File: src/rtl/swsc_pkg.sv
package swsc_pkg;
	// ==========================================
	// Control word layout
	// ==========================================
	localparam int CTRL_W = 6;
	localparam int STROBE_W = 5;
	localparam int STROBE_LSB = 1;
	localparam int STROBE_MSB = 5;
	localparam int TEST_BIT = 0;
	localparam int SIGN_BIT = 4;
	localparam logic [CTRL_W-1:0] CTRL_RESET = 6'h00;
	// Strobe step in tenths of a percent of the VCO period
	localparam logic signed [5:0] STROBE_STEP_TPCT = 6'sh12;
	localparam int SHIFT_W = 10;
	// ==========================================
	// Range select and code types
	// ==========================================
	typedef enum logic [2:0] {
		RNG_1M25, RNG_2M5, RNG_5M, RNG_10M, RNG_20M, RNG_50M
	} swsc_range_t;
	localparam logic [2:0] RSEL_1M25 = 3'h6;
	localparam logic [2:0] RSEL_2M5 = 3'h5;
	localparam logic [2:0] RSEL_5M = 3'h4;
	localparam logic [2:0] RSEL_10M = 3'h3;
	localparam logic [2:0] RSEL_20M = 3'h2;
	localparam logic [2:0] RSEL_50M = 3'h0;
	localparam logic [15:0] TOP_1M25_KHZ = 16'h04e2;
	localparam logic [15:0] TOP_2M5_KHZ = 16'h09c4;
	localparam logic [15:0] TOP_5M_KHZ = 16'h1388;
	localparam logic [15:0] TOP_10M_KHZ = 16'h2710;
	localparam logic [15:0] TOP_20M_KHZ = 16'h4e20;
	localparam logic [15:0] ONE_N_MAX_KHZ = 16'h9470;
	localparam logic [2:0] MIN_N_GCR = 3'h1;
	localparam logic [2:0] MIN_N_ONE_N = 3'h2;
	// ==========================================
	// Host register map (word index)
	// ==========================================
	localparam int AV_ADDR_W = 2;
	localparam logic [1:0] REG_CMD = 2'h0;
	localparam logic [1:0] REG_STATUS = 2'h1;
	localparam logic [1:0] REG_CODE = 2'h2;
	localparam logic [1:0] REG_ALIGN = 2'h3;
	localparam int CMD_CENTRE_BIT = 8;
	localparam int CODE_MIN_N_LSB = 0;
	localparam int CODE_RSEL_LSB = 4;
	localparam int CODE_KHZ_LSB = 16;
	localparam int ALIGN_EARLY_LSB = 0;
	localparam int ALIGN_LATE_LSB = 8;
	localparam int ST_BUSY_BIT = 0;
	localparam int ST_GCR_BAD_BIT = 1;
	localparam int ST_FREQ_BAD_BIT = 2;
	localparam int ST_SUGG_LSB = 4;
	localparam int ST_WORD_LSB = 8;
	// ==========================================
	// Serial timing
	// ==========================================
	localparam int CLK_PERIOD_PS = 5000;
	localparam int SCLK_HALF_NS = 500;
	localparam int SCLK_HALF_CYC =
		(SCLK_HALF_NS * 1000 + CLK_PERIOD_PS - 1) / CLK_PERIOD_PS;
	typedef enum logic [2:0] {
		ST_IDLE, ST_SETUP, ST_HIGH, ST_DONE, ST_GAP
	} swsc_state_t;
	// Sign-magnitude strobe field to signed step count
	function automatic logic signed [5:0] swsc_sm2s(
		input logic [STROBE_W-1:0] sm);
		logic signed [5:0] mag;
		mag = signed'({2'h0, sm[3:0]});
		return sm[SIGN_BIT] ? mag : -mag;
	endfunction
	function automatic logic [STROBE_W-1:0] swsc_s2sm(
		input logic signed [5:0] v);
		logic signed [5:0] a;
		a = (v < 0) ? -v : v;
		return {(v >= 0), a[3:0]};
	endfunction
endpackage

File: src/rtl/swsc_if.sv
`timescale 1ns/1ps
interface swsc_if;
	logic cfg_serial_data;
	logic cfg_serial_clk;
	logic cfg_load_enable_n;
	modport dev (
		input cfg_serial_data,
		input cfg_serial_clk,
		input cfg_load_enable_n
	);
	modport host (
		output cfg_serial_data,
		output cfg_serial_clk,
		output cfg_load_enable_n
	);
endinterface

File: src/rtl/swsc_host.sv
// Added by the designer: the register offsets and register access over Avalon-MM.
`timescale 1ns/1ps
// Behaviour
// Enable low: clock one bit per pulse
// Enable high: device ignores data and clock
// Window shift is M times 1.8 percent
// Shift spans about 27 percent either way
// Strobe field is sign-magnitude, both zeros
// Three range pins pick VCO sub-range
// No GCR in top two ranges
// 1,N codes capped at 38 MHz
// Prefer range near its upper boundary
// Control register must always be loaded
// Offsets suit margin tests and retries
// Centre window on mean of limits
// Final bit selects test mode
// All zeros gives nominal, no test
// MSB first, rising clock, commit on release
module swsc_host
	import swsc_pkg::*;
#(
	parameter int HALF_CYC = SCLK_HALF_CYC
)
(
	input wire logic CLK_IN,
	input wire logic RST_IN,
	input wire logic [AV_ADDR_W-1:0] AVS_ADDRESS_IN,
	input wire logic AVS_READ_IN,
	input wire logic AVS_WRITE_IN,
	input wire logic [31:0] AVS_WRITEDATA_IN,
	output logic [31:0] AVS_READDATA_OUT,
	output logic AVS_WAITREQUEST_OUT,
	swsc_if.host CFG
);
	localparam int CNT_W = $clog2(HALF_CYC + 1);
	localparam int BIT_W = $clog2(CTRL_W);
	localparam logic [CNT_W-1:0] CNT_LOAD = CNT_W'(HALF_CYC - 1);
	localparam logic [BIT_W-1:0] BIT_TOP = BIT_W'(CTRL_W - 1);
	// ==========================================
	// Software registers
	// ==========================================
	logic [CTRL_W-1:0] word_reg, word_next;
	logic [CTRL_W-1:0] last_reg, last_next;
	logic pend_reg, pend_next;
	logic [31:0] code_reg, code_next;
	logic [15:0] align_reg, align_next;
	logic [31:0] rdata_reg, rdata_next;
	logic rdone_reg, rdone_next;
	logic busy, wr_cmd, gcr_bad, freq_bad;
	logic [2:0] min_n, rsel, sugg;
	logic [15:0] khz;
	logic signed [6:0] sum;
	logic [STROBE_W-1:0] centre;
	swsc_state_t st_reg, st_next;
	assign busy = pend_reg || (st_reg != ST_IDLE);
	assign wr_cmd = AVS_WRITE_IN && (AVS_ADDRESS_IN == REG_CMD);
	// Stall a command write until the previous load has gone out
	assign AVS_WAITREQUEST_OUT = (AVS_READ_IN && !rdone_reg)
		|| (wr_cmd && busy);
	assign min_n = code_reg[CODE_MIN_N_LSB +: 3];
	assign rsel = code_reg[CODE_RSEL_LSB +: 3];
	assign khz = code_reg[CODE_KHZ_LSB +: 16];
	assign gcr_bad = (min_n == MIN_N_GCR)
		&& (rsel == RSEL_20M || rsel[2:1] == RSEL_50M[2:1]);
	assign freq_bad = (min_n == MIN_N_ONE_N)
		&& (rsel[2:1] == RSEL_50M[2:1]) && (khz > ONE_N_MAX_KHZ);
	always_comb
	begin
		// Smallest range that still holds the rate sits near its top
		if (khz <= TOP_1M25_KHZ)
			sugg = RSEL_1M25;
		else if (khz <= TOP_2M5_KHZ)
			sugg = RSEL_2M5;
		else if (khz <= TOP_5M_KHZ)
			sugg = RSEL_5M;
		else if (khz <= TOP_10M_KHZ)
			sugg = RSEL_10M;
		else if (khz <= TOP_20M_KHZ)
			sugg = RSEL_20M;
		else
			sugg = RSEL_50M;
		// Floor of the mean, so within half a step of centre
		sum = 7'(swsc_sm2s(align_reg[ALIGN_EARLY_LSB +: STROBE_W]))
			+ 7'(swsc_sm2s(align_reg[ALIGN_LATE_LSB +: STROBE_W]));
		centre = swsc_s2sm(6'(sum >>> 1));
	end
	always_comb
	begin
		word_next = word_reg;
		pend_next = pend_reg;
		code_next = code_reg;
		align_next = align_reg;
		rdata_next = rdata_reg;
		rdone_next = AVS_READ_IN && !rdone_reg;
		if (st_reg == ST_SETUP && !pend_reg)
			pend_next = 1'b0;
		if (pend_reg && st_reg == ST_IDLE)
			pend_next = 1'b0;
		if (wr_cmd && !busy)
		begin
			pend_next = 1'b1;
			if (AVS_WRITEDATA_IN[CMD_CENTRE_BIT])
				word_next = {centre, 1'b0};
			else
				word_next = AVS_WRITEDATA_IN[CTRL_W-1:0];
		end
		if (AVS_WRITE_IN && AVS_ADDRESS_IN == REG_CODE)
			code_next = AVS_WRITEDATA_IN;
		if (AVS_WRITE_IN && AVS_ADDRESS_IN == REG_ALIGN)
			align_next = AVS_WRITEDATA_IN[15:0];
		if (AVS_READ_IN && !rdone_reg)
		begin
			rdata_next = '0;
			case (AVS_ADDRESS_IN)
				REG_CMD: rdata_next[CTRL_W-1:0] = word_reg;
				REG_STATUS:
				begin
					rdata_next[ST_BUSY_BIT] = busy;
					rdata_next[ST_GCR_BAD_BIT] = gcr_bad;
					rdata_next[ST_FREQ_BAD_BIT] = freq_bad;
					rdata_next[ST_SUGG_LSB +: 3] = sugg;
					rdata_next[ST_WORD_LSB +: CTRL_W] = last_reg;
				end
				REG_CODE: rdata_next = code_reg;
				default: rdata_next[15:0] = align_reg;
			endcase
		end
	end
	always_ff @(posedge CLK_IN)
	begin
		if (RST_IN)
		begin
			// A zero load follows every reset
			word_reg <= CTRL_RESET;
			pend_reg <= 1'b1;
			code_reg <= '0;
			align_reg <= '0;
			rdata_reg <= '0;
			rdone_reg <= 1'b0;
		end
		else
		begin
			word_reg <= word_next;
			pend_reg <= pend_next;
			code_reg <= code_next;
			align_reg <= align_next;
			rdata_reg <= rdata_next;
			rdone_reg <= rdone_next;
		end
	end
	assign AVS_READDATA_OUT = rdata_reg;
	// ==========================================
	// Serial shifter
	// ==========================================
	logic [CNT_W-1:0] cnt_reg, cnt_next;
	logic [BIT_W-1:0] bit_reg, bit_next;
	logic [CTRL_W-1:0] tx_reg, tx_next;
	logic sd_reg, sd_next, sc_reg, sc_next, en_reg, en_next;
	always_comb
	begin
		st_next = st_reg;
		cnt_next = (cnt_reg == '0) ? CNT_LOAD : cnt_reg - 1'b1;
		bit_next = bit_reg;
		tx_next = tx_reg;
		sd_next = sd_reg;
		sc_next = sc_reg;
		en_next = en_reg;
		last_next = last_reg;
		case (st_reg)
			ST_IDLE:
			begin
				cnt_next = CNT_LOAD;
				if (pend_reg)
				begin
					tx_next = word_reg;
					bit_next = BIT_TOP;
					en_next = 1'b0;
					sd_next = word_reg[CTRL_W-1];
					st_next = ST_SETUP;
				end
			end
			ST_SETUP:
				if (cnt_reg == '0)
				begin
					sc_next = 1'b1;
					st_next = ST_HIGH;
				end
			ST_HIGH:
				if (cnt_reg == '0)
				begin
					sc_next = 1'b0;
					if (bit_reg == '0)
						st_next = ST_DONE;
					else
					begin
						bit_next = bit_reg - 1'b1;
						sd_next = tx_reg[bit_reg - 1'b1];
						st_next = ST_SETUP;
					end
				end
			ST_DONE:
				if (cnt_reg == '0)
				begin
					en_next = 1'b1;
					last_next = tx_reg;
					st_next = ST_GAP;
				end
			ST_GAP:
				// Enable stays high a half period so the release is seen
				if (cnt_reg == '0)
					st_next = ST_IDLE;
			default:
				st_next = ST_IDLE;
		endcase
	end
	always_ff @(posedge CLK_IN)
	begin
		if (RST_IN)
		begin
			st_reg <= ST_IDLE;
			cnt_reg <= '0;
			bit_reg <= '0;
			tx_reg <= CTRL_RESET;
			last_reg <= CTRL_RESET;
			sd_reg <= 1'b0;
			sc_reg <= 1'b0;
			en_reg <= 1'b1;
		end
		else
		begin
			st_reg <= st_next;
			cnt_reg <= cnt_next;
			bit_reg <= bit_next;
			tx_reg <= tx_next;
			last_reg <= last_next;
			sd_reg <= sd_next;
			sc_reg <= sc_next;
			en_reg <= en_next;
		end
	end
	assign CFG.cfg_serial_data = sd_reg;
	assign CFG.cfg_serial_clk = sc_reg;
	assign CFG.cfg_load_enable_n = en_reg;
endmodule

File: src/flat_wrapper.sv
// flat-port wrapper written by rule: the top's interface ports become plain ports
module swsc_host_flat import swsc_pkg::*;
#(
	parameter int HALF_CYC = SCLK_HALF_CYC
)
  (CLK_IN, RST_IN, AVS_ADDRESS_IN, AVS_READ_IN, AVS_WRITE_IN, AVS_WRITEDATA_IN, AVS_READDATA_OUT, AVS_WAITREQUEST_OUT, CFG_cfg_serial_data, CFG_cfg_serial_clk, CFG_cfg_load_enable_n);
  swsc_if CFG_i ();
  input wire logic CLK_IN;
  input wire logic RST_IN;
  input wire logic [AV_ADDR_W-1:0] AVS_ADDRESS_IN;
  input wire logic AVS_READ_IN;
  input wire logic AVS_WRITE_IN;
  input wire logic [31:0] AVS_WRITEDATA_IN;
  output logic [31:0] AVS_READDATA_OUT;
  output logic AVS_WAITREQUEST_OUT;
  output wire logic [$bits(CFG_i.cfg_serial_data)-1:0] CFG_cfg_serial_data;
  output wire logic [$bits(CFG_i.cfg_serial_clk)-1:0] CFG_cfg_serial_clk;
  output wire logic [$bits(CFG_i.cfg_load_enable_n)-1:0] CFG_cfg_load_enable_n;
  assign CFG_cfg_serial_data = CFG_i.cfg_serial_data;
  assign CFG_cfg_serial_clk = CFG_i.cfg_serial_clk;
  assign CFG_cfg_load_enable_n = CFG_i.cfg_load_enable_n;
  swsc_host #(.HALF_CYC(HALF_CYC)) u_core (.CLK_IN(CLK_IN), .RST_IN(RST_IN), .AVS_ADDRESS_IN(AVS_ADDRESS_IN), .AVS_READ_IN(AVS_READ_IN), .AVS_WRITE_IN(AVS_WRITE_IN), .AVS_WRITEDATA_IN(AVS_WRITEDATA_IN), .AVS_READDATA_OUT(AVS_READDATA_OUT), .AVS_WAITREQUEST_OUT(AVS_WAITREQUEST_OUT), .CFG(CFG_i));
endmodule
File: config.mk
export PLATFORM = sky130hd
export DESIGN_NAME = swsc_host_flat
export DESIGN_NICKNAME = d
export VERILOG_FILES = /design/src/rtl/swsc_pkg.sv /design/src/rtl/swsc_if.sv /design/src/rtl/swsc_host.sv /design/src/flat_wrapper.sv
export SDC_FILE = /design/constraint.sdc
export NUM_CORES = 1
export LEC_CHECK = 0
export BUFFER_PORTS_ARGS = -buffer_cell sky130_fd_sc_hd__buf_2
export CAP_MARGIN = 10
export CORE_UTILIZATION = 50
export CTS_BUF_LIST = sky130_fd_sc_hd__clkbuf_4
export CTS_CLUSTER_SIZE = 20
export DETAILED_ROUTE_END_ITERATION = 16
export GPL_ROUTABILITY_DRIVEN = 0
export PLACE_DENSITY = 0.71
export SYNTH_ARGS = -nofsm -noshare
export SYNTH_HDL_FRONTEND = slang
export SYNTH_SLANG_ARGS = --single-unit
File: constraint.sdc
create_clock -name CLK_IN -period 5 [get_ports CLK_IN]
set_input_delay 0.5 -clock CLK_IN [delete_from_list [all_inputs] [get_ports CLK_IN]]
set_output_delay 0.5 -clock CLK_IN [all_outputs]
set_load 0.03 [all_outputs]
# After elaboration in Yosys (flattened, before gate mapping)

Cells that the tools add are included.

Input port bits: 38
Register bits after elaboration: 116
Logic and storage cells: 125
Output and inout bits: 36

Muxes and demuxes: 43
$lt $le $gt $ge: 9
$add $sub $neg: 6
Equal/unequal tests: 16
Reductions and logical operators: 36

Operator list:

| kind                                                  | number |
|---|---|
| 2-to-1 mux 3 bit                                      | 12 |
| 2-to-1 mux 6 bit                                      | 3 |
| one-hot mux 6 bit (3 select lines)                    | 1 |
| > comparator 16 bit, second input constant            | 1 |
| <= comparator 16 x 11 -> 1 bit, second input constant | 1 |
| <= comparator 16 x 12 -> 1 bit, second input constant | 1 |
| <= comparator 16 x 13 -> 1 bit, second input constant | 1 |
| <= comparator 16 x 14 -> 1 bit, second input constant | 1 |
| <= comparator 16 x 15 -> 1 bit, second input constant | 1 |
| 2-to-1 mux 16 bit                                     | 1 |
| one-hot mux 3 bit (5 select lines)                    | 1 |
| 2-to-1 mux 7 bit                                      | 2 |
| == test 3 x 2 -> 1 bit, second input constant         | 4 |
| negator 4 -> 6 bit                                    | 2 |
| logical AND 1 bit                                     | 11 |
| 2-to-1 mux 1 bit                                      | 9 |
| one-hot mux 3 bit (3 select lines)                    | 1 |
| != test 2 x 1 -> 1 bit, second input constant         | 4 |
| one-hot mux 1 bit (2 select lines)                    | 4 |
| nonzero test 2 bit                                    | 4 |
| adder 6 x 6 -> 7 bit                                  | 1 |
| zero test 7 bit                                       | 1 |
| subtractor 7 x 1 -> 7 bit, second input constant      | 1 |
| == test 3 x 1 -> 1 bit, second input constant         | 2 |
| other kinds (27)                                      | 40 |

# Logic depth before layout (Yosys ltp)

Depth after elaboration: 7
Depth in mapped cells: 11
Gate-level depth less buffers: 11

# Worst setup path after synthesis

OpenSTA, ideal clock, no wires.

Path kind: register to register
Start point: register u_core.align_reg[8]
End point: register u_core.word_reg[4]
Setup time: 0.131 ns
Slack: 2.306 ns
Buffers on the path: 0
Period minus slack after synthesis: 2.694 ns
Cell stages (with the launch flop): 10
Arrival: 2.562 ns
Required time: 4.869 ns
Path through: dfxtp_1 > inv_1 > ha_1 > mux2_2 > fa_1 > a211o_1 > a211o_1 > a221oi_1 > xnor2_1 > o22ai_1

Word-level cells in the longest chain between the ends: 6
Elaborated cells on any way between the ends: 7
Classes of those cells: 3 x add/sub; 1 x order compare; 3 x mux

Ends and longest elaborated chain:

| element                                                             | RTL line         | source |
|---|---|---|
| start, declared                                                     | swsc_host.sv:46  | `logic [15:0] align_reg, align_next;` |
| start signal, assigned                                              | swsc_host.sv:146 | `align_reg <= align_next;` |
| negator 4 -> 6 bit                                                  | swsc_pkg.sv:69   | `return sm[SIGN_BIT] ? mag : -mag;` |
| 2-to-1 mux 6 bit *                                                  | swsc_pkg.sv:69   |  |
| adder 6 x 6 -> 7 bit *                                              | swsc_host.sv:84  | `+ 7'(swsc_sm2s(align_reg[ALIGN_LATE_LSB +: STROBE_W]));` |
| < comparator 6 x 1 -> 1 bit / negator 4 bit (equally long branches) | swsc_pkg.sv:74   | `a = (v < 0) ? -v : v;` |
| 2-to-1 mux 4 bit *                                                  | swsc_pkg.sv:74   |  |
| 2-to-1 mux 6 bit *                                                  | swsc_host.sv:102 | `if (AVS_WRITEDATA_IN[CMD_CENTRE_BIT])` |
| end signal, assigned                                                | swsc_host.sv:143 | `word_reg <= word_next;` |
| end, declared                                                       | swsc_host.sv:42  | `logic [CTRL_W-1:0] word_reg, word_next;` |

Every way passes the cells marked *; elsewhere a longest branch is shown, timed or not.
A chain may end at the register's enable or synchronous reset.

# Final worst setup path

Same ends and word-level chain as after synthesis.

==> results.py <==
metrics = {
    "outcome": {
        "status": "finished clean",
    },
    "drt": {
        "dr_total_vias": 5002,
        "drc": 0,
        "ant_nets": 0,
        "routed_via_density": 5.78,
        "wl_mm": 13.9,
        "dr.pass1.iters": 5,
        "drt_iter0_drc": 483,
        "wl_per_cell_microns": 16.0,
    },
    "final_layout": {
        "area_growth_pct": 10.7,
        "final_layout_size_suffix_gt1_share_pct": 18.2,
        "regArea_sq_mm": 0.00232,
        "fill_cells": 1012,
        "num_antenna_cells": 0,
        "multi_input_area_sq_mm": 0.00286,
        "nets": 769,
        "final_cell_area_sq_mm": 0.00605,
    },
    "clocking": {
        "clock_sinks": 116,
        "ctsHtreeMaxLevel": 4,
        "cts_tree": "yes",
        "hold_buffers": 0,
        "clock_path_buffers": 2,
        "postCtsSetupRepairBufs": 0,
        "cts.clk_slew.worst_paths_ps": 100,
        "clk_latency_ps": 550,
        "root_buffer": "clkbuf_4",
        "cts_resized": 0,
        "cts_buffers": 17,
    },
    "critical_path": {
        "start_kind": "flop",
        "timing.rr.start": "u_core.align_reg[8]",
        "path_class": "flop to flop",
        "end_kind": "flop",
        "path_common_cell": "a211o_1",
        "critPathMaxStageDelay_ps": 480,
        "crit_arrival_ps": 3350,
        "path_cells": "inv_1, ha_1, mux2_2, fa_1, a211o_1, a211o_1, a221oi_1, xnor2_1, o22ai_1",
        "cpMaxStageDelayCell": "fa_1",
        "startpoint": "u_core.align_reg[8]",
        "crit_required_ps": 5420,
        "crit_fanout": 5,
        "crit_buf_inv": 1,
        "crit_family": "compound AO/OA/AOI/OAI gates",
    },
    "floorplan": {
        "dieArea_sq_mm": 0.0114,
        "rows": 37,
        "fp.coreArea_sq_mm": 0.0105,
        "fp.dieW_microns": 107,
        "initial_core_util_pct": 52.2,
        "die_y_microns": 107,
        "ios": 74,
    },
    "global_route": {
        "grt_overflow_total": 0,
        "gr-max-usage-layer": "met2",
        "antenna_found_initial": 0,
        "grt_use_met3_pct": 5.52,
        "grtUsageMet1_pct": 34.5,
        "grtUsageTotal_pct": 26.2,
        "grt_pass1_wl_mm": 23.3,
        "grt_max_degree": 73,
        "gr-usage-met2_pct": 40.7,
        "first_global_vias": 4746,
    },
    "sta": {
        "setup_violations": 0,
        "skew_ps": 14.8,
        "whs_ps": 185,
        "tightestPinTransition_ps": 783,
        "min_period_over_period_pct": 58.5,
        "clock.fmax_mhz": 342,
        "tns_ps": 0,
        "period_minus_slack_ps": 2930,
        "rsz0062_at_grt": "false",
        "hold_violations": 0,
        "slew_headroom_pct": 47.6,
        "drv_slew": 0,
    },
    "hold_path": {
        "hp-start": "AVS_WRITEDATA_IN[18]",
        "hold_class": "input pin to flop",
    },
    "synth": {
        "synth_area_leaders": "dfxtp_1 (42%), nand2_1 (9.1%), a21oi_1 (7.0%)",
        "post-synth-top-area-fraction_pct": 42.5,
        "avgSynthCellArea_sq_um": 8.14,
        "ys_seq_area_share_pct": 42.5,
        "synth_nets": 721,
        "netlist-cell-type-count": 63,
        "synth-edff-count": 0,
        "async_flop_share_pct": 0,
        "yosys.area.top_type": "dfxtp_1",
        "syn_inst": 671,
        "yosysWarnings": 0,
        "dominantRegCellSynth": "dfxtp_1",
        "synth_area_sq_mm": 0.00547,
        "synth_seq_cells": 116,
    },
    "placement": {
        "place_area_sq_mm": 0.00582,
        "io_buffers": 73,
        "hpwl_mm": 9.50,
    },
    "power": {
        "powerDensity_mw_per_mm2": 313,
        "leakagePower_uw": 0.00243,
        "vdd_drop_max_mv": 0.274,
    },
    "flow_run": {
        "max_cap_violations": 0,
    },
}
## cell usage in the layout, fill, tap and decap left out, types with 4 or more instances in the layout
cell type and count:
a221oi_1 10, xor2_1 6, nand3_1 6, dfxtp_1 116
nor3_1 19, o21ai_0 15, mux2i_1 10, mux2_2 15
xnor2_1 5, a31oi_1 5, nand2b_1 6, nor2_1 63
inv_1 19, and3_1 8, nor4_1 6, a211oi_1 4
a21oi_1 76, a22oi_1 19, buf_2 72, nor2b_1 4
ha_1 11, nand2_1 133, buf_4 6, clkbuf_4 22
nand4_1 4, clkinv_2 5
## kinds of logic after synthesis
family	after synthesis	synth area share, %
xor+xnor	11	1.76
flops	116	42.5
fa+ha+maj	12	2.88
buf+inv	68	5.31
simple gates	275	22.7
compound gates	161	18.7
mux	28	6.16
## path summary, 6_finish.rpt
kind,cells past startpoint,slack (ps),end
setup / recovery,9,2070,u_core.word_reg[4]
hold / removal,3,180,u_core.code_reg[18]
setup reg to reg,9,2070,u_core.word_reg[4]
hold reg to reg,2,460,u_core.align_reg[15]
## worst reg2reg max path: cells and delay by family (launching register included)
kind,cells,cell delay (ps)
compound gates,4,1040
fa+ha+maj,2,790
flops,1,420
mux,1,310
xor+xnor,1,160
buf+inv,1,110
## cell usage after synthesis (all sizes together) (3+ instances only)
cell type	instances
and4b	3
and3	8
mux2	15
a21oi	77
ha	11
nor2b	4
a211oi	4
xnor2	5
nand4	4
a221oi	11
nor2	64
mux4	3
dfxtp	116
mux2i	10
inv	19
nand2	133
clkbuf	40
buf	8
or3	3
nor3b	3
o32ai	3
and2	3
a31oi	5
xor2	6
o21ai	16
nand2b	6
nand3	6
a22oi	19
nor3	20
and4	4
nor4	6
## through the flow
step / worst slack [ps] / power [uW] / util, % / cells
after floorplan: 2310 / 1230 / - / 671
after global placement: 2180 / 1300 / 55.7 / 836
after detailed placement: 2100 / 1310 / 55.7 / 836
after CTS: 2070 / 1900 / 57.8 / 866
after global routing: 1980 / 1990 / 57.8 / 866
final: 2070 / 1890 / 57.8 / 866
## area by class of cell
class                   instances  area share [%]
clock buffers                  22            2.73
repair buffers                 78            6.70
clock inverters                 8            1.03
flip-flops and latches        116            38.4
inverters                      19            1.18
well taps                     136            2.81
multi-input cells             487            47.2
## metal layers
layer  vias up  share of wire (%)
met5         -                  0
met2       205                 46
met1      2294                 45
met3        40                7.2
li1       2463                  -
met4         0                2.6
## where the power goes
| group | switching (uW) | internal, uW |
|---|---|---|
| Combinational | 185 | 113 |
| Sequential | 37.5 | 960 |
| Clock | 337 | 261 |
Power figures use the tool's default switching activity.
